### config.mk
export PLATFORM = sky130hd
export DESIGN_NAME = dcat_channel
export DESIGN_NICKNAME = d
export VERILOG_FILES = /design/src/core/dcat_pkg.sv /design/src/core/dcat_agen_if.sv /design/src/core/dcat_addr_gen.sv /design/src/core/dcat_channel.sv
export SDC_FILE = /design/constraint.sdc
export NUM_CORES = 1
export LEC_CHECK = 0
export BUFFER_PORTS_ARGS = -buffer_cell sky130_fd_sc_hd__buf_2
export CAP_MARGIN = 20
export CORE_MARGIN = 2
export CORE_UTILIZATION = 52
export CTS_BUF_LIST = sky130_fd_sc_hd__clkbuf_4 sky130_fd_sc_hd__clkbuf_8
export CTS_CLUSTER_SIZE = 24
export DETAILED_ROUTE_END_ITERATION = 6
export PLACE_DENSITY = 0.75
export SETUP_SLACK_MARGIN = 0.05
export SLEW_MARGIN = 10
export SYNTH_ARGS = -nofsm -noshare
export SYNTH_HDL_FRONTEND = slang
export SYNTH_HIERARCHICAL = 1
export SYNTH_SLANG_ARGS = --single-unit
### constraint.sdc
create_clock -name ref_clk -period 15.7 [get_ports ref_clk]
set_input_delay 0.785 -clock ref_clk [delete_from_list [all_inputs] [get_ports ref_clk]]
set_output_delay 0.785 -clock ref_clk [all_outputs]
set_load 0.01 [all_outputs]
### src/core/dcat_pkg.sv
// constants and types shared by the dma channel addressing block
// assumes a single 200 MHz clock and an asynchronous active high reset

package dcat_pkg;

    // ----------------------------------------------------------------
    // register selection and layout
    // ----------------------------------------------------------------
    localparam int REG_W = 16;                  // register width
    localparam logic REG_GTCR = 1'h0;           // global timeout control
    localparam logic REG_CCR  = 1'h1;           // channel control
    localparam logic [15:0] GTCR_RESET = 16'h0000;
    localparam logic [15:0] CCR_RESET  = 16'h0000;
    localparam logic [15:0] GT_RW_MASK = 16'h0003; // upper bits read 0
    localparam int GT_SINGLE = 0;               // single port enable
    localparam int GT_DUAL   = 1;               // dual port enable
    localparam int CC_DST_LO = 14;              // destination mode 15:14
    localparam int CC_SRC_LO = 12;              // source mode 13:12
    localparam int CC_END_OF_PROGRAMMING = 11;
    localparam int CC_RSVD   = 10;              // software keeps it 0
    localparam int CC_REPEAT = 9;
    localparam int CC_AUTO_INITIALIZATION = 8;
    localparam int CC_EN     = 7;
    localparam int CC_CHANNEL_PRIORITY   = 6;
    localparam int CC_FS     = 5;
    localparam int CC_SYNC_LO = 0;              // sync event 4:0
    localparam int SYNC_W    = 5;
    localparam logic [4:0] SYNC_NONE = 5'h00;

    // ----------------------------------------------------------------
    // timing
    // ----------------------------------------------------------------
    localparam int CLK_PERIOD_PS = 5000;        // 200 MHz
    localparam int TIMEOUT_NS    = 1280;        // request wait limit
    localparam int TIMEOUT_CYC   =
        (TIMEOUT_NS * 1000 + CLK_PERIOD_PS - 1) / CLK_PERIOD_PS;

    // ----------------------------------------------------------------
    // types
    // ----------------------------------------------------------------
    typedef enum logic [1:0] {
        AM_CONST  = 2'h0,                       // fixed address
        AM_POST   = 2'h1,                       // post increment
        AM_SINGLE = 2'h2,                       // element index
        AM_DOUBLE = 2'h3                        // element / frame index
    } dcat_amode_t;

    typedef enum logic [1:0] {
        DT_8 = 2'h0, DT_16 = 2'h1, DT_32 = 2'h2
    } dcat_dtype_t;

    typedef enum logic [1:0] {
        PK_OTHER = 2'h0, PK_SINGLE = 2'h1, PK_DUAL = 2'h2
    } dcat_port_t;

    typedef enum logic [1:0] {
        ST_IDLE = 2'h0, ST_WAIT = 2'h1, ST_READ = 2'h3, ST_WRITE = 2'h2
    } dcat_state_t;

    // bytes in one element; a bad code falls back to one byte
    function automatic logic [2:0] elem_bytes(input dcat_dtype_t dt);
        case (dt)
            DT_16:   elem_bytes = 3'h2;
            DT_32:   elem_bytes = 3'h4;
            default: elem_bytes = 3'h1;
        endcase
    endfunction : elem_bytes

endpackage : dcat_pkg

### src/core/dcat_agen_if.sv
// link between the channel sequencer and one address generator
// assumes dcat_pkg is compiled first

`timescale 1ns/1ps

interface dcat_agen_if
    import dcat_pkg::*;
#(
    parameter int AW = 24
);
    logic             load;          // take start address
    logic [AW-1:0]    start;         // programmed start address
    logic             step;          // one element finished
    logic             last_in_frame; // that element closed its frame
    dcat_amode_t      mode;          // address update mode
    dcat_dtype_t      dtype;         // element size
    logic [15:0]      elem_idx;      // signed element index
    logic [15:0]      frame_idx;     // signed frame index
    logic [AW-1:0]    addr;          // current element address
    logic [AW-1:0]    last_byte;     // last byte touched

    modport ctrl (output load, start, step, last_in_frame, mode, dtype,
                  elem_idx, frame_idx, input addr, last_byte);
    modport gen  (input load, start, step, last_in_frame, mode, dtype,
                  elem_idx, frame_idx, output addr, last_byte);
endinterface : dcat_agen_if

### src/core/dcat_addr_gen.sv
// one address generator: source or destination side of a channel
// assumes the sequencer pulses step once per finished element

`timescale 1ns/1ps

module dcat_addr_gen
    import dcat_pkg::*;
#(
    parameter int AW = 24
) (
    input  wire logic   ref_clk,
    input  wire logic   rst,
    dcat_agen_if.gen    agen
);
    // ----------------------------------------------------------------
    // next address
    // ----------------------------------------------------------------
    logic [AW-1:0] addr;          // element address
    logic [AW-1:0] last_byte;     // last byte of last element
    logic [AW-1:0] next_addr;
    logic [AW-1:0] next_last;
    logic [AW-1:0] size;          // element size in bytes

    // load wins over step so an auto-init reload starts clean, but the
    // last byte of the finished element is kept even then
    always_comb begin
        next_addr = addr;
        next_last = last_byte;
        size = AW'(elem_bytes(agen.dtype));
        if (agen.step) begin
            // address of the final byte, before any update
            next_last = addr + size - AW'(1);
        end
        if (agen.load) begin
            next_addr = agen.start;
        end else if (agen.step) begin
            unique case (agen.mode)
                AM_CONST:  next_addr = addr;
                AM_POST:   next_addr = addr + size;
                AM_SINGLE: next_addr = addr
                    + AW'($signed(agen.elem_idx));
                AM_DOUBLE: begin
                    if (agen.last_in_frame) begin
                        next_addr = addr + AW'($signed(agen.frame_idx));
                    end else begin
                        next_addr = addr + AW'($signed(agen.elem_idx));
                    end
                end
            endcase
        end
    end

    // ----------------------------------------------------------------
    // registers
    // ----------------------------------------------------------------
    always_ff @(posedge ref_clk or posedge rst) begin
        if (rst) begin
            addr      <= '0;
            last_byte <= '0;
        end else begin
            addr      <= next_addr;
            last_byte <= next_last;
        end
    end

    assign agen.addr      = addr;
    assign agen.last_byte = last_byte;

endmodule : dcat_addr_gen

### src/core/dcat_channel.sv
// dma channel: control register, global timeout control, sequencer
// assumes one memory port with req/gnt handshake on ref_clk and that
// sync event pulses come from logic on the same clock
//
// Overview of operation
// - bit 1 enables dual port timeout counter
// - bit 0 enables single port timeout counter
// - disabled counter never raises a timeout error
// - global register bits 15..2 read zero
// - sixteen bit channel control register field layout
// - destination mode 00b keeps address constant
// - mode 01b steps by 1, 2 or 4
// - mode 10b adds element index each element
// - mode 11b adds element or frame index
// - end address is last byte touched
// - enable bit starts and stops the channel
// - priority bit sets low or high level
// - frame sync bit: element or frame per event
// - sync field picks event, zero means none
// - auto-init together with repeat or end-programming reruns the transfer
// - source mode uses same four encodings

`timescale 1ns/1ps

module dcat_channel
    import dcat_pkg::*;
#(
    parameter int AW          = 24,          // byte address width
    parameter int CW          = 16,          // element / frame count width
    parameter int TIMEOUT_LIM = TIMEOUT_CYC  // request wait limit
) (
    input  wire logic               ref_clk,
    input  wire logic               rst,
    // register port
    input  wire logic               io_wr,
    input  wire logic               io_rd,
    input  wire logic               io_sel,
    input  wire logic [REG_W-1:0]   io_wdata,
    output var  logic [REG_W-1:0]   io_rdata,
    // transfer setup
    input  wire dcat_dtype_t        data_type,
    input  wire logic [AW-1:0]      src_start,
    input  wire logic [AW-1:0]      dst_start,
    input  wire logic [15:0]        src_elem_index,
    input  wire logic [15:0]        dst_elem_index,
    input  wire logic [15:0]        src_frame_index,
    input  wire logic [15:0]        dst_frame_index,
    input  wire logic [CW-1:0]      elem_count,
    input  wire logic [CW-1:0]      frame_count,
    input  wire dcat_port_t         src_port,
    input  wire dcat_port_t         dst_port,
    input  wire logic [31:0]        sync_events,
    // memory port
    output var  logic               mem_req,
    output var  logic               mem_we,
    output var  logic [AW-1:0]      mem_addr,
    output var  logic [31:0]        mem_wdata,
    output var  dcat_port_t         mem_port,
    output var  logic               mem_high_channel_priority,
    input  wire logic               mem_gnt,
    input  wire logic [31:0]        mem_rdata,
    // status
    output var  logic               xfer_done,
    output var  logic               timeout_error,
    output var  logic               channel_busy,
    output var  logic [AW-1:0]      src_last_byte,
    output var  logic [AW-1:0]      dst_last_byte
);
    // ----------------------------------------------------------------
    // address generators
    // ----------------------------------------------------------------
    dcat_agen_if #(.AW(AW)) src_if ();      // read side
    dcat_agen_if #(.AW(AW)) dst_if ();      // write side

    dcat_addr_gen #(.AW(AW)) u_src_gen (
        .ref_clk (ref_clk),
        .rst     (rst),
        .agen    (src_if.gen)
    );

    dcat_addr_gen #(.AW(AW)) u_dst_gen (
        .ref_clk (ref_clk),
        .rst     (rst),
        .agen    (dst_if.gen)
    );

    // ----------------------------------------------------------------
    // state
    // ----------------------------------------------------------------
    dcat_state_t       state;         // sequencer state
    logic [REG_W-1:0]  gtcr;          // global timeout control
    logic [REG_W-1:0]  ccr;           // channel control
    logic [CW-1:0]     elem_left;     // elements left in frame
    logic [CW-1:0]     frame_left;    // frames left in block
    logic              sync_pend;     // sync event seen, not used
    logic [15:0]       wait_cnt;      // cycles a request waited
    logic [31:0]       data_buf;      // element in flight

    dcat_state_t       next_state;
    logic [REG_W-1:0]  next_gtcr;
    logic [REG_W-1:0]  next_ccr;
    logic [CW-1:0]     next_elem_left;
    logic [CW-1:0]     next_frame_left;
    logic              next_sync_pend;
    logic [15:0]       next_wait_cnt;
    logic [31:0]       next_data_buf;
    logic [REG_W-1:0]  next_io_rdata;
    logic              next_mem_req;
    logic              next_mem_we;
    logic [AW-1:0]     next_mem_addr;
    logic [31:0]       next_mem_wdata;
    dcat_port_t        next_mem_port;
    logic              next_done;
    logic              next_tmo;

    // ----------------------------------------------------------------
    // decoded fields and helpers
    // ----------------------------------------------------------------
    logic [SYNC_W-1:0] sync_sel;      // selected event number
    logic              sync_evt;      // selected event this cycle
    logic              no_sync;       // channel free running
    logic              granted;       // request taken this cycle
    logic              tmo_hit;       // wait limit reached
    logic              rerun;         // block restarts after done

    // timeout counter enable for the port being requested
    function automatic logic port_tmo_en(input dcat_port_t p,
                                         input logic [REG_W-1:0] g);
        case (p)
            PK_DUAL:   port_tmo_en = g[GT_DUAL];
            PK_SINGLE: port_tmo_en = g[GT_SINGLE];
            default:   port_tmo_en = 1'b0;
        endcase
    endfunction : port_tmo_en

    always_comb begin
        sync_sel = ccr[CC_SYNC_LO +: SYNC_W];
        no_sync  = (sync_sel == SYNC_NONE);
        sync_evt = !no_sync && sync_events[sync_sel];
        granted  = mem_req && mem_gnt;
        // tmo_hit is masked when the requested port's counter is disabled
        tmo_hit  = mem_req && !mem_gnt
                   && port_tmo_en(mem_port, gtcr)
                   && (wait_cnt == 16'(TIMEOUT_LIM - 1));
        rerun    = ccr[CC_AUTO_INITIALIZATION]
                   && (ccr[CC_REPEAT] || ccr[CC_END_OF_PROGRAMMING]);
    end

    // ----------------------------------------------------------------
    // generator controls
    // ----------------------------------------------------------------
    // both sides share data type; modes come from the control register
    always_comb begin
        src_if.start         = src_start;
        src_if.mode          = dcat_amode_t'(ccr[CC_SRC_LO +: 2]);
        src_if.dtype         = data_type;
        src_if.elem_idx      = src_elem_index;
        src_if.frame_idx     = src_frame_index;
        src_if.last_in_frame = (elem_left == CW'(1));
        dst_if.start         = dst_start;
        dst_if.mode          = dcat_amode_t'(ccr[CC_DST_LO +: 2]);
        dst_if.dtype         = data_type;
        dst_if.elem_idx      = dst_elem_index;
        dst_if.frame_idx     = dst_frame_index;
        dst_if.last_in_frame = (elem_left == CW'(1));
    end

    // ----------------------------------------------------------------
    // sequencer, register port and timeout: next values
    // ----------------------------------------------------------------
    always_comb begin
        next_state      = state;
        next_gtcr       = gtcr;
        next_ccr        = ccr;
        next_elem_left  = elem_left;
        next_frame_left = frame_left;
        next_sync_pend  = sync_pend;
        next_data_buf   = data_buf;
        next_io_rdata   = io_rdata;
        next_mem_req    = mem_req;
        next_mem_we     = mem_we;
        next_mem_addr   = mem_addr;
        next_mem_wdata  = mem_wdata;
        next_mem_port   = mem_port;
        next_done       = 1'b0;
        next_tmo        = timeout_error;
        src_if.load     = 1'b0;
        src_if.step     = 1'b0;
        dst_if.load     = 1'b0;
        dst_if.step     = 1'b0;

        // wait counter runs only while a request is refused
        if (mem_req && !mem_gnt && wait_cnt != 16'hFFFF) begin
            next_wait_cnt = wait_cnt + 16'h0001;
        end else if (mem_req && !mem_gnt) begin
            next_wait_cnt = wait_cnt;
        end else begin
            next_wait_cnt = 16'h0000;
        end

        unique case (state)
            // idle: a set enable bit starts the block
            ST_IDLE: begin
                if (ccr[CC_EN]) begin
                    src_if.load     = 1'b1;
                    dst_if.load     = 1'b1;
                    next_elem_left  = elem_count;
                    next_frame_left = frame_count;
                    next_sync_pend  = 1'b0;
                    next_state      = ST_WAIT;
                end
            end
            // wait for the selected event, or go at once without one
            ST_WAIT: begin
                if (!ccr[CC_EN]) begin
                    next_state = ST_IDLE;
                end else if (no_sync || sync_pend) begin
                    next_sync_pend = 1'b0;
                    next_state     = ST_READ;
                end
            end
            // read one element from the source
            ST_READ: begin
                if (!mem_req) begin
                    next_mem_req  = 1'b1;
                    next_mem_we   = 1'b0;
                    next_mem_addr = src_if.addr;
                    next_mem_port = src_port;
                end else if (granted) begin
                    next_mem_req  = 1'b0;
                    next_data_buf = mem_rdata;
                    next_state    = ST_WRITE;
                end
            end
            // write it to the destination and update the counts
            ST_WRITE: begin
                if (!mem_req) begin
                    next_mem_req   = 1'b1;
                    next_mem_we    = 1'b1;
                    next_mem_addr  = dst_if.addr;
                    next_mem_wdata = data_buf;
                    next_mem_port  = dst_port;
                end else if (granted) begin
                    next_mem_req = 1'b0;
                    next_mem_we  = 1'b0;
                    src_if.step  = 1'b1;
                    dst_if.step  = 1'b1;
                    if (elem_left != CW'(1)) begin
                        next_elem_left = elem_left - CW'(1);
                        // frame sync keeps going inside the frame
                        if (ccr[CC_FS] && !no_sync) begin
                            next_state = ST_READ;
                        end else begin
                            next_state = ST_WAIT;
                        end
                    end else if (frame_left != CW'(1)) begin
                        next_elem_left  = elem_count;
                        next_frame_left = frame_left - CW'(1);
                        next_state      = ST_WAIT;
                    end else begin
                        next_done = 1'b1;
                        if (rerun) begin
                            // end-programming is used up by one rerun
                            next_ccr[CC_END_OF_PROGRAMMING] = 1'b0;
                            src_if.load     = 1'b1;
                            dst_if.load     = 1'b1;
                            next_elem_left  = elem_count;
                            next_frame_left = frame_count;
                            next_state      = ST_WAIT;
                        end else begin
                            next_ccr[CC_EN] = 1'b0;
                            next_state      = ST_IDLE;
                        end
                    end
                end
            end
        endcase

        // a request stuck too long ends the block and stops the channel
        if (tmo_hit) begin
            next_ccr[CC_EN] = 1'b0;
            next_mem_req    = 1'b0;
            next_mem_we     = 1'b0;
            next_state      = ST_IDLE;
        end

        // software writes come after hardware updates so they win
        if (io_wr && io_sel == REG_GTCR) begin
            next_gtcr = io_wdata & GT_RW_MASK;
        end
        if (io_wr && io_sel == REG_CCR) begin
            next_ccr = io_wdata;
            next_tmo = 1'b0;
        end

        // events that land on a clear are kept
        if (tmo_hit) begin
            next_tmo = 1'b1;
        end
        if (sync_evt && state != ST_IDLE) begin
            next_sync_pend = 1'b1;
        end

        // read data is registered, ready one cycle after io_rd
        if (io_rd) begin
            next_io_rdata = (io_sel == REG_CCR) ? ccr
                                                : (gtcr & GT_RW_MASK);
        end
    end

    // ----------------------------------------------------------------
    // registers
    // ----------------------------------------------------------------
    always_ff @(posedge ref_clk or posedge rst) begin
        if (rst) begin
            state         <= ST_IDLE;
            gtcr          <= GTCR_RESET;
            ccr           <= CCR_RESET;
            elem_left     <= '0;
            frame_left    <= '0;
            sync_pend     <= 1'b0;
            wait_cnt      <= 16'h0000;
            data_buf      <= 32'h0000_0000;
            io_rdata      <= 16'h0000;
            mem_req       <= 1'b0;
            mem_we        <= 1'b0;
            mem_addr      <= '0;
            mem_wdata     <= 32'h0000_0000;
            mem_port      <= PK_OTHER;
            mem_high_channel_priority <= 1'b0;
            xfer_done     <= 1'b0;
            timeout_error <= 1'b0;
            channel_busy  <= 1'b0;
            src_last_byte <= '0;
            dst_last_byte <= '0;
        end else begin
            state         <= next_state;
            gtcr          <= next_gtcr;
            ccr           <= next_ccr;
            elem_left     <= next_elem_left;
            frame_left    <= next_frame_left;
            sync_pend     <= next_sync_pend;
            wait_cnt      <= next_wait_cnt;
            data_buf      <= next_data_buf;
            io_rdata      <= next_io_rdata;
            mem_req       <= next_mem_req;
            mem_we        <= next_mem_we;
            mem_addr      <= next_mem_addr;
            mem_wdata     <= next_mem_wdata;
            mem_port      <= next_mem_port;
            mem_high_channel_priority <= next_ccr[CC_CHANNEL_PRIORITY];
            xfer_done     <= next_done;
            timeout_error <= next_tmo;
            channel_busy  <= (next_state != ST_IDLE);
            src_last_byte <= src_if.last_byte;
            dst_last_byte <= dst_if.last_byte;
        end
    end

endmodule : dcat_channel

==> impl_metrics.json, run 1 <==
{
  "ant_nets": 0,
  "slew_violations": 0,
  "path_max_fanout": 67,
  "post_cts_resized": 0,
  "core-area_um2": 41000,
  "firstDrtPassIters": 5,
  "cp.buffers_inverters": 3,
  "ys_top_cells_by_area": "dfrtp_1 37%, ha_1 6.4%, mux2_2 6.3%",
  "drive_above_1_share_pct": 25.2,
  "cts_buffer_depth": 3,
  "instances_no_fill": 3196,
  "hold_buffers": 0,
  "max_freq_ghz": 0.210,
  "cts_tree": "built",
  "grtUsageTotal_pct": 31.6,
  "cts_root_buffer": "clkbuf_8",
  "grt_pass1_wl_um": 108000,
  "crit_path_max_incr_delay_ps": 640,
  "initial_utilization_pct": 52.8,
  "postSynthCellCount": 2294,
  "ys_warn_count": 6,
  "crit_chain": "nand2b_1 > nor2_4 > buf_4 > nand2_1 > nor3_1 > a21o_2 > buf_4 > inv_2 > nand2_1 > nand2_1 > nor2_1 > o21ai_0 > a21oi_1 > a211oi_1",
  "power.density_nw_per_um2": 202,
  "critPathLaunchType": "register",
  "status": "complete, no violations",
  "first_iter_violations": 1920,
  "post-place-ws_ps": 11010,
  "design_area_um2": 25100,
  "synth_top_area_cell": "dfrtp_1",
  "crit_path_end_kind": "register",
  "die_h_um": 208,
  "syn_to_final_growth_pct": 16.1,
  "grt.overflow.total": 0,
  "final_cell_mix": "363 x buf_2, 324 x dfrtp_1, 189 x nand2_1",
  "clock-skew-final_ps": 33.1,
  "rsz0062_at_grt": "no",
  "num_vias": 19900,
  "worstMarginPinSlew_ps": 1120,
  "drc": 0,
  "synth_edf_count": 0,
  "cts_made_buffers": 55,
  "relSlewSlack_pct": 25.6,
  "dieArea_um2": 43300,
  "cts_setup_buffers": 0,
  "mostFrequentLayoutCell": "buf_2",
  "power.total_mw": 5.09,
  "maxCapViolCount": 0,
  "vdd_drop_max_mv": 0.0955,
  "setup_viol_count_final": 0,
  "hold_viol_final": 0,
  "holdWs_ps": 260,
  "fin_crit_sh_pct": 30.3,
  "gp_congestion": 0.975,
  "final.setup.worst_slack_ps": 10940,
  "cellLeakagePower_nw": 11.2,
  "netlist_area_um2": 21700,
  "async_flop_share_pct": 100,
  "netlist.area_leader.share_pct": 37.4,
  "grt_max_degree": 91,
  "grt_pass1_vias": 19000,
  "htree_levels": 2,
  "final_nets": 2970,
  "cts.sinks": 324,
  "post-route-min-period_ps": 4760,
  "cpMostUsedCell": "nand2_1",
  "rows": 74,
  "ios": 364,
  "ys.flop_type": "dfrtp_1",
  "io_buffers": 363,
  "synth_nets": 2647,
  "ys_types": 104,
  "die-width_um": 208,
  "crit_required_ps": 16210,
  "avgSynthCellArea_um2": 9.44,
  "place_area_um2": 23800,
  "wl_per_cell_um": 21.9,
  "crit_family": "simple AND/OR/NAND/NOR gates",
  "worstSetupPathType": "reg -> reg",
  "slowest_stage": "buf_4",
  "routed_via_density": 6.23,
  "wl_um": 69900,
  "fin_tns_setup_ps": 0,
  "fillerInstances": 3531,
  "utilization_pct": 61.3,
  "clk_latency_ps": 670,
  "post-dp-hpwl_um": 52700,
  "worstHoldPathType": "in -> async",
  "antenna_found_initial": 4,
  "dp.cells": 3088,
  "crit_arrival_ps": 5270,
  "path_clk_slew_ps": 60,
  "synth.ff_latch_count": 324,
  "yosysSeqAreaShare_pct": 37.4
}
==> final timing paths <==
check | startpoint | endpoint | slack [ps] | cells past startpoint
min in group ref_clk | dst_start[1] | u_dst_gen/agen.addr[1] | 340 | 3
max | state[0] | u_dst_gen/agen.addr[14] | 10940 | 14
max reg2reg | state[0] | u_dst_gen/agen.addr[14] | 10940 | 14
max in group asynchronous | rst | data_buf[24] | 13470 | 5
min reg2reg | u_dst_gen/agen.last_byte[7] | dst_last_byte[7] | 370 | 0
min | rst | u_dst_gen/agen.last_byte[0] | 260 | 2
==> flip-flops by register name, summed over array words and instances (netlist names), 24 cells and up <==
register,count
data_buf,32
dst_last_byte,24
mem_addr,24
mem_wdata,32
src_last_byte,24
u_dst_gen/agen.addr,24
u_dst_gen/agen.last_byte,24
u_src_gen/agen.addr,24
u_src_gen/agen.last_byte,24
==> cell families after synthesis <==
group	synth area share (%)
buf+inv	3.38
fa+ha+maj	6.96
compound gates	20.0
simple gates	16.0
xor+xnor	6.31
flops	37.4
mux	9.94
==> cell usage after synthesis (all sizes together), types with 9 or more instances <==
cell,instances
xnor2,85
a211oi,35
dfrtp,324
nand2b,13
o21bai,13
nand2,190
or3,20
buf,35
a21o,41
and2,19
o31ai,22
and3,24
nor4,30
xor2,71
o2bb2ai,18
inv,66
nand4,31
o21a,15
mux2,123
a31oi,30
clkbuf,79
nand3,61
o22ai,21
nor2,156
nor2b,17
ha,111
or4,9
o21ai,166
mux2i,58
a21oi,156
and4,17
o211ai,38
nor3,57
o221ai,12
==> area by class of cell <==
cell class	count	area, um2	area share (%)
flip-flops and latches	324	8110	32.2
clock inverters	15	160	0.637
clock buffers	86	1100	4.38
well taps	532	666	2.65
diodes	3	7.51	0.0299
multi-input cells	1790	12900	51.1
inverters	66	255	1.01
repair buffers	380	2000	7.94
==> report_power, final <==
part / leakage (nW) / internal, mW / switching (mW) / total [mW]
combinational: 6.62 / 1.11 / 1.52 / 2.63
sequential: 3.92 / 1.19 / 0.420 / 1.61
clock: 0.668 / 0.483 / 0.367 / 0.850
total: 11.2 / 2.78 / 2.31 / 5.09
==> routing by layer <==
metal	GRT usage, %	wire, um	up-vias
li1	-	-	9184
met3	6.22	5680	183
met4	15.0	3340	2
met5	0	13	-
met2	50.0	31900	938
met1	41.8	29000	9600
(Power assumes the default switching activity.)
==> run 2, diff against run 1 <==
Settings changed: PLACE_DENSITY 0.75 to 0.78.
Clock period 15.7 ns to 4 ns, I/O delays scaled along.
==> impl_metrics.json, run 2 (synthesis results as in run 1) <==
{
  "grt_pass1_wl_um": 117000,
  "power.density_nw_per_um2": 780,
  "reg_top3": "data_buf: 32 flops, mem_wdata: 32 flops",
  "place_area_um2": 24000,
  "crit_path_end_kind": "register",
  "post-dp-hpwl_um": 53100,
  "instances_no_fill": 3355,
  "crit_family": "compound AO/OA/AOI/OAI gates",
  "crit_arrival_ps": 4290,
  "worstMarginPinSlew_ps": 1080,
  "setup_viol_count_final": 0,
  "ant_nets": 0,
  "crit_path_max_incr_delay_ps": 700,
  "post-route-min-period_ps": 3720,
  "critPathLaunchType": "register",
  "post_cts_resized": 0,
  "ios": 364,
  "die_h_um": 208,
  "r2r_cells": 9,
  "fillerInstances": 3229,
  "crit_chain": "ha_1 > fa_1 > a21oi_4 > nor4b_4 > a2111oi_0 > o221ai_2 > or4_1 > xor2_1 > mux2_4",
  "maxCapViolCount": 0,
  "holdWs_ps": 103,
  "slowest_stage": "a2111oi_0",
  "cp_num_cells": 9,
  "slew_violations": 0,
  "antenna_found_initial": 2,
  "hold_viol_final": 0,
  "utilization_pct": 65.2,
  "die-width_um": 208,
  "fin_crit_sh_pct": 92.9,
  "firstDrtPassIters": 6,
  "cts_buffer_depth": 3,
  "clk_latency_ps": 690,
  "relSlewSlack_pct": 27.6,
  "design_area_um2": 26800,
  "grt.overflow.total": 0,
  "first_iter_violations": 2563,
  "rows": 74,
  "final_nets": 3128,
  "wl_per_cell_um": 22.7,
  "cts_root_buffer": "clkbuf_8",
  "cp.buffers_inverters": 0,
  "mostFrequentLayoutCell": "buf_2",
  "path_max_fanout": 10,
  "initial_utilization_pct": 52.8,
  "worstSetupPathType": "reg -> reg",
  "max_freq_ghz": 0.269,
  "worstHoldPathType": "in -> reg",
  "post-place-ws_ps": 159,
  "rsz0062_at_grt": "no",
  "r2r_slack_ps": 280,
  "grt_pass1_vias": 20700,
  "wl_um": 76300,
  "status": "complete, no violations",
  "gp_congestion": 0.986,
  "clock-skew-final_ps": 42.4,
  "core-area_um2": 41000,
  "power.total_mw": 20.9,
  "grtUsageTotal_pct": 34.3,
  "num_vias": 21300,
  "crit_required_ps": 4570,
  "cts.sinks": 324,
  "syn_to_final_growth_pct": 23.5,
  "routed_via_density": 6.35,
  "dieArea_um2": 43300,
  "dp.cells": 3114,
  "cellLeakagePower_nw": 11.9,
  "vdd_drop_max_mv": 0.479,
  "final_cell_mix": "363 x buf_2, 324 x dfrtp_1, 189 x nand2_1",
  "cts_tree": "built",
  "fin_tns_setup_ps": 0,
  "final.setup.worst_slack_ps": 284,
  "drive_above_1_share_pct": 24.6,
  "cts_made_buffers": 54,
  "worstHoldPathCells": 2,
  "io_buffers": 363,
  "path_clk_slew_ps": 70,
  "htree_levels": 2,
  "drc": 0,
  "grt_max_degree": 100
}
-- run 2: timing repair --
action                     4_1_cts  5_1_grt
hold endpoints to repair       264        0
hold buffers                   136        0
setup endpoints to repair        0        0
buffers inserted                 0        0
-- run 2: power by group --
group | total, mW | switching [mW] | internal (mW) | leakage, nW
sequential | 6.37 | 1.69 | 4.67 | 3.92
clock | 3.67 | 1.52 | 2.15 | 0.700
combinational | 10.8 | 6.28 | 4.54 | 7.28
total | 20.9 | 9.49 | 11.4 | 11.9
-- run 2: worst register-to-register path: stages (launching register included) --
cell	delay (ps)
dfrtp_1	450
ha_1	260
fa_1	500
a21oi_4	280
nor4b_4	120
a2111oi_0	700
o221ai_2	280
or4_1	590
xor2_1	170
mux2_4	270
-- run 2: final timing paths --
kind                                                      to                         from
max in group asynchronous                        mem_port[0]                          rst
min in group asynchronous        u_src_gen/agen.last_byte[0]                          rst
worst max-delay path            u_dst_gen/agen.last_byte[22]       u_dst_gen/agen.addr[0]
worst min register to register              dst_last_byte[8]  u_dst_gen/agen.last_byte[8]
worst max register to register  u_dst_gen/agen.last_byte[22]       u_dst_gen/agen.addr[0]
worst min-delay path                             io_rdata[8]                        io_rd
-- run 2: layout make-up --
cell class                 instances  area [um2]  area share (%)
clock buffer                      83        1050            3.92
tap                              532         666            2.49
clock inverter                    19         302            1.13
inverter                          66         251           0.940
timing repair buffer             539        3520            13.1
antenna                            2        5.00          0.0187
sequential                       324        8110            30.3
multi-input combinational       1790       12900            48.1
-- run 2: layer usage --
layer | vias to the layer above | global-route usage, % | part of all wire (%)
met5 | - | 0 | 0
met4 | 0 | 16.6 | 5.3
met3 | 294 | 7.26 | 9.5
met2 | 1301 | 55.3 | 46
met1 | 10200 | 43.9 | 39
li1 | 9491 | - | -
==> run 3, diff against run 2 <==
Settings changed: BUFFER_PORTS_ARGS -buffer_cell sky130_fd_sc_hd__buf_2 to unset, CORE_MARGIN 2 to unset, DONT_BUFFER_PORTS set to 1, PLACE_DENSITY 0.78 to 0.7, RECOVER_POWER set to 100.
==> impl_metrics.json, run 3 (synthesis results as in run 1) <==
{
  "die_h_um": 206,
  "num_vias": 19400,
  "final_cell_mix": "321 x dfrtp_1, 189 x nand2_1, 154 x o21ai_0",
  "crit_path_end_kind": "register",
  "maxCapViolCount": 6,
  "grt.overflow.total": 0,
  "firstDrtPassIters": 6,
  "hold_viol_final": 0,
  "cts_setup_buffers": 0,
  "pwr-share-seq_pct": 34.1,
  "r2r_cells": 10,
  "core-area_um2": 40900,
  "r2r_slack_ps": 160,
  "rsz0062_at_grt": "yes",
  "slew_violations": 293,
  "setup_viol_count_final": 0,
  "wl_per_cell_um": 24.1,
  "antenna_found_initial": 21,
  "max_freq_ghz": 0.260,
  "cellLeakagePower_nw": 10.3,
  "gp_congestion": 0.952,
  "cts.sinks": 324,
  "cts_root_buffer": "clkbuf_8",
  "clk_latency_ps": 670,
  "use_met3_pct": 10.5,
  "swShare_pct": 45.8,
  "reg_top3": "data_buf: 32 flops, mem_wdata: 32 flops",
  "power.density_nw_per_um2": 795,
  "vdd_drop_max_mv": 0.462,
  "drc": 0,
  "initial_utilization_pct": 52.9,
  "final.setup.worst_slack_ps": 157,
  "power.total_mw": 19.8,
  "mostFrequentLayoutCell": "dfrtp_1",
  "status": "finished, violations left",
  "cts_tree": "built",
  "cts_buffer_depth": 3,
  "rows": 74,
  "post-place-ws_ps": 317,
  "worstSetupPathType": "reg -> reg",
  "grt_pass1_wl_um": 108000,
  "worstHoldPathType": "in -> reg",
  "wl_um": 72500,
  "r2r_end": "u_src_gen/agen.addr[23]",
  "crit_arrival_ps": 4440,
  "critPathLaunchType": "register",
  "ant_nets": 0,
  "routed_via_density": 6.43,
  "violations": "max-capacitance violations, max-slew violations",
  "dieArea_um2": 42500,
  "drive_above_1_share_pct": 12.7,
  "path_max_fanout": 16,
  "endpoint": "u_src_gen/agen.addr[23]",
  "first_iter_violations": 1970,
  "crit_required_ps": 4600,
  "rr_startpoint": "u_src_gen/agen.addr[4]",
  "fin_tns_setup_ps": 0,
  "p_switching_mw": 9.06,
  "post-route-min-period_ps": 3840,
  "startpoint": "u_src_gen/agen.addr[4]",
  "grt_max_degree": 121,
  "ios": 364,
  "post-dp-hpwl_um": 52300,
  "power.share.clock_pct": 17.1,
  "fillerInstances": 3401,
  "grt_pass1_vias": 18700,
  "clock-skew-final_ps": 48.7,
  "cts_made_buffers": 54,
  "syn_to_final_growth_pct": 14.7,
  "relSlewSlack_pct": -42.1,
  "final_nets": 2776,
  "use_met1_pct": 41.0,
  "intPower_mw": 10.7,
  "worstMarginPinSlew_ps": 2130,
  "grtUsageTotal_pct": 33.2,
  "grt_use_met2_pct": 51.5,
  "p_comb_share_pct": 48.8,
  "io_buffers": 0,
  "fin_crit_sh_pct": 96.1,
  "htree_levels": 2,
  "die-width_um": 206,
  "path_clk_slew_ps": 70,
  "grt-busiest-layer": "met2"
}
## run 3: cell count changes in the layout (fill, tap and decap cells not counted), moves of 3 or more
cell	before	now
bufinv_16	7	4
dfrtp_1	324	321
mux2_1	0	4
buf_4	37	23
buf_2	363	0
clkbuf_1	0	13
o21ai_1	14	11
dfrtp_2	0	3
dlygate4sd3_1	136	145
o21ai_0	151	154
and2_1	19	14
diode_2	2	16
and2_0	0	5
## run 3: worst min path at each step
stage / endpoint / from / slack [ps] / cells after the start
final: u_dst_gen/agen.addr[20] / dst_frame_index[15] / 60 / 4
after global routing: u_src_gen/agen.addr[12] / src_elem_index[12] / 40 / 3
after detailed placement: mem_addr[2] / rst / 160 / 1
after global placement: mem_addr[2] / rst / 160 / 1
after CTS: u_src_gen/agen.addr[13] / src_frame_index[13] / 9 / 5
after floorplan: u_src_gen/agen.addr[8] / src_start[8] / 320 / 2
## run 3: area by class of cell
| type | count | area, um2 | area share (%) |
|---|---|---|---|
| tap | 532 | 666 | 2.68 |
| antenna | 16 | 40.0 | 0.161 |
| sequential | 324 | 8110 | 32.6 |
| timing repair buffer | 187 | 1730 | 6.97 |
| multi-input combinational | 1790 | 12800 | 51.5 |
| inverter | 66 | 249 | 1.00 |
| clock inverter | 19 | 220 | 0.886 |
| clock buffer | 80 | 1030 | 4.13 |
## run 3: power by group through the flow
stage / clock network (mW) / registers [mW] / logic (mW)
final: 3.39 / 6.73 / 9.65
after global routing: 3.59 / 6.93 / 10.5
after CTS: 3.43 / 6.69 / 9.43
after detailed placement: 0 / 6.73 / 9.19
after global placement: 0 / 6.69 / 8.99
after floorplan: 0 / 5.86 / 7.38
## run 3: worst max-delay path: stages, from the launching register on
cell and delay (ps):
dfrtp_2 610, ha_1 360, a21oi_1 230, o311ai_1 280
o2111a_1 370, o21ai_1 300, a21oi_1 210, or4_1 510
a31o_1 230, o31ai_1 60, dlygate4sd3_1 590
## run 3: stage by stage
| step | instance area (um2) | utilization [%] | hold slack, ps | cells |
|---|---|---|---|---|
| after global routing | 24900 | 60.7 | 40.8 | 3012 |
| final | 24900 | 60.7 | 55.5 | 3014 |
| after global placement | 22200 | 54.2 | 161 | 2751 |
| after CTS | 24900 | 60.9 | 8.73 | 2996 |
| after floorplan | 21700 | - | 319 | 2294 |
| after detailed placement | 22200 | 54.2 | 163 | 2751 |
## run 3: what timing repair did
item / in CTS / in global routing
hold buffers: 146 / 0
hold endpoints to repair: 268 / 0
endpoints found under the setup margin: 0 / 4
gates resized for setup: 0 / 11
## run 3: routing by layer
metal	up-vias	wire length [um]
li1	8798	-
met1	9384	28800
met4	12	3540
met3	200	7170
met5	-	73
met2	987	32900
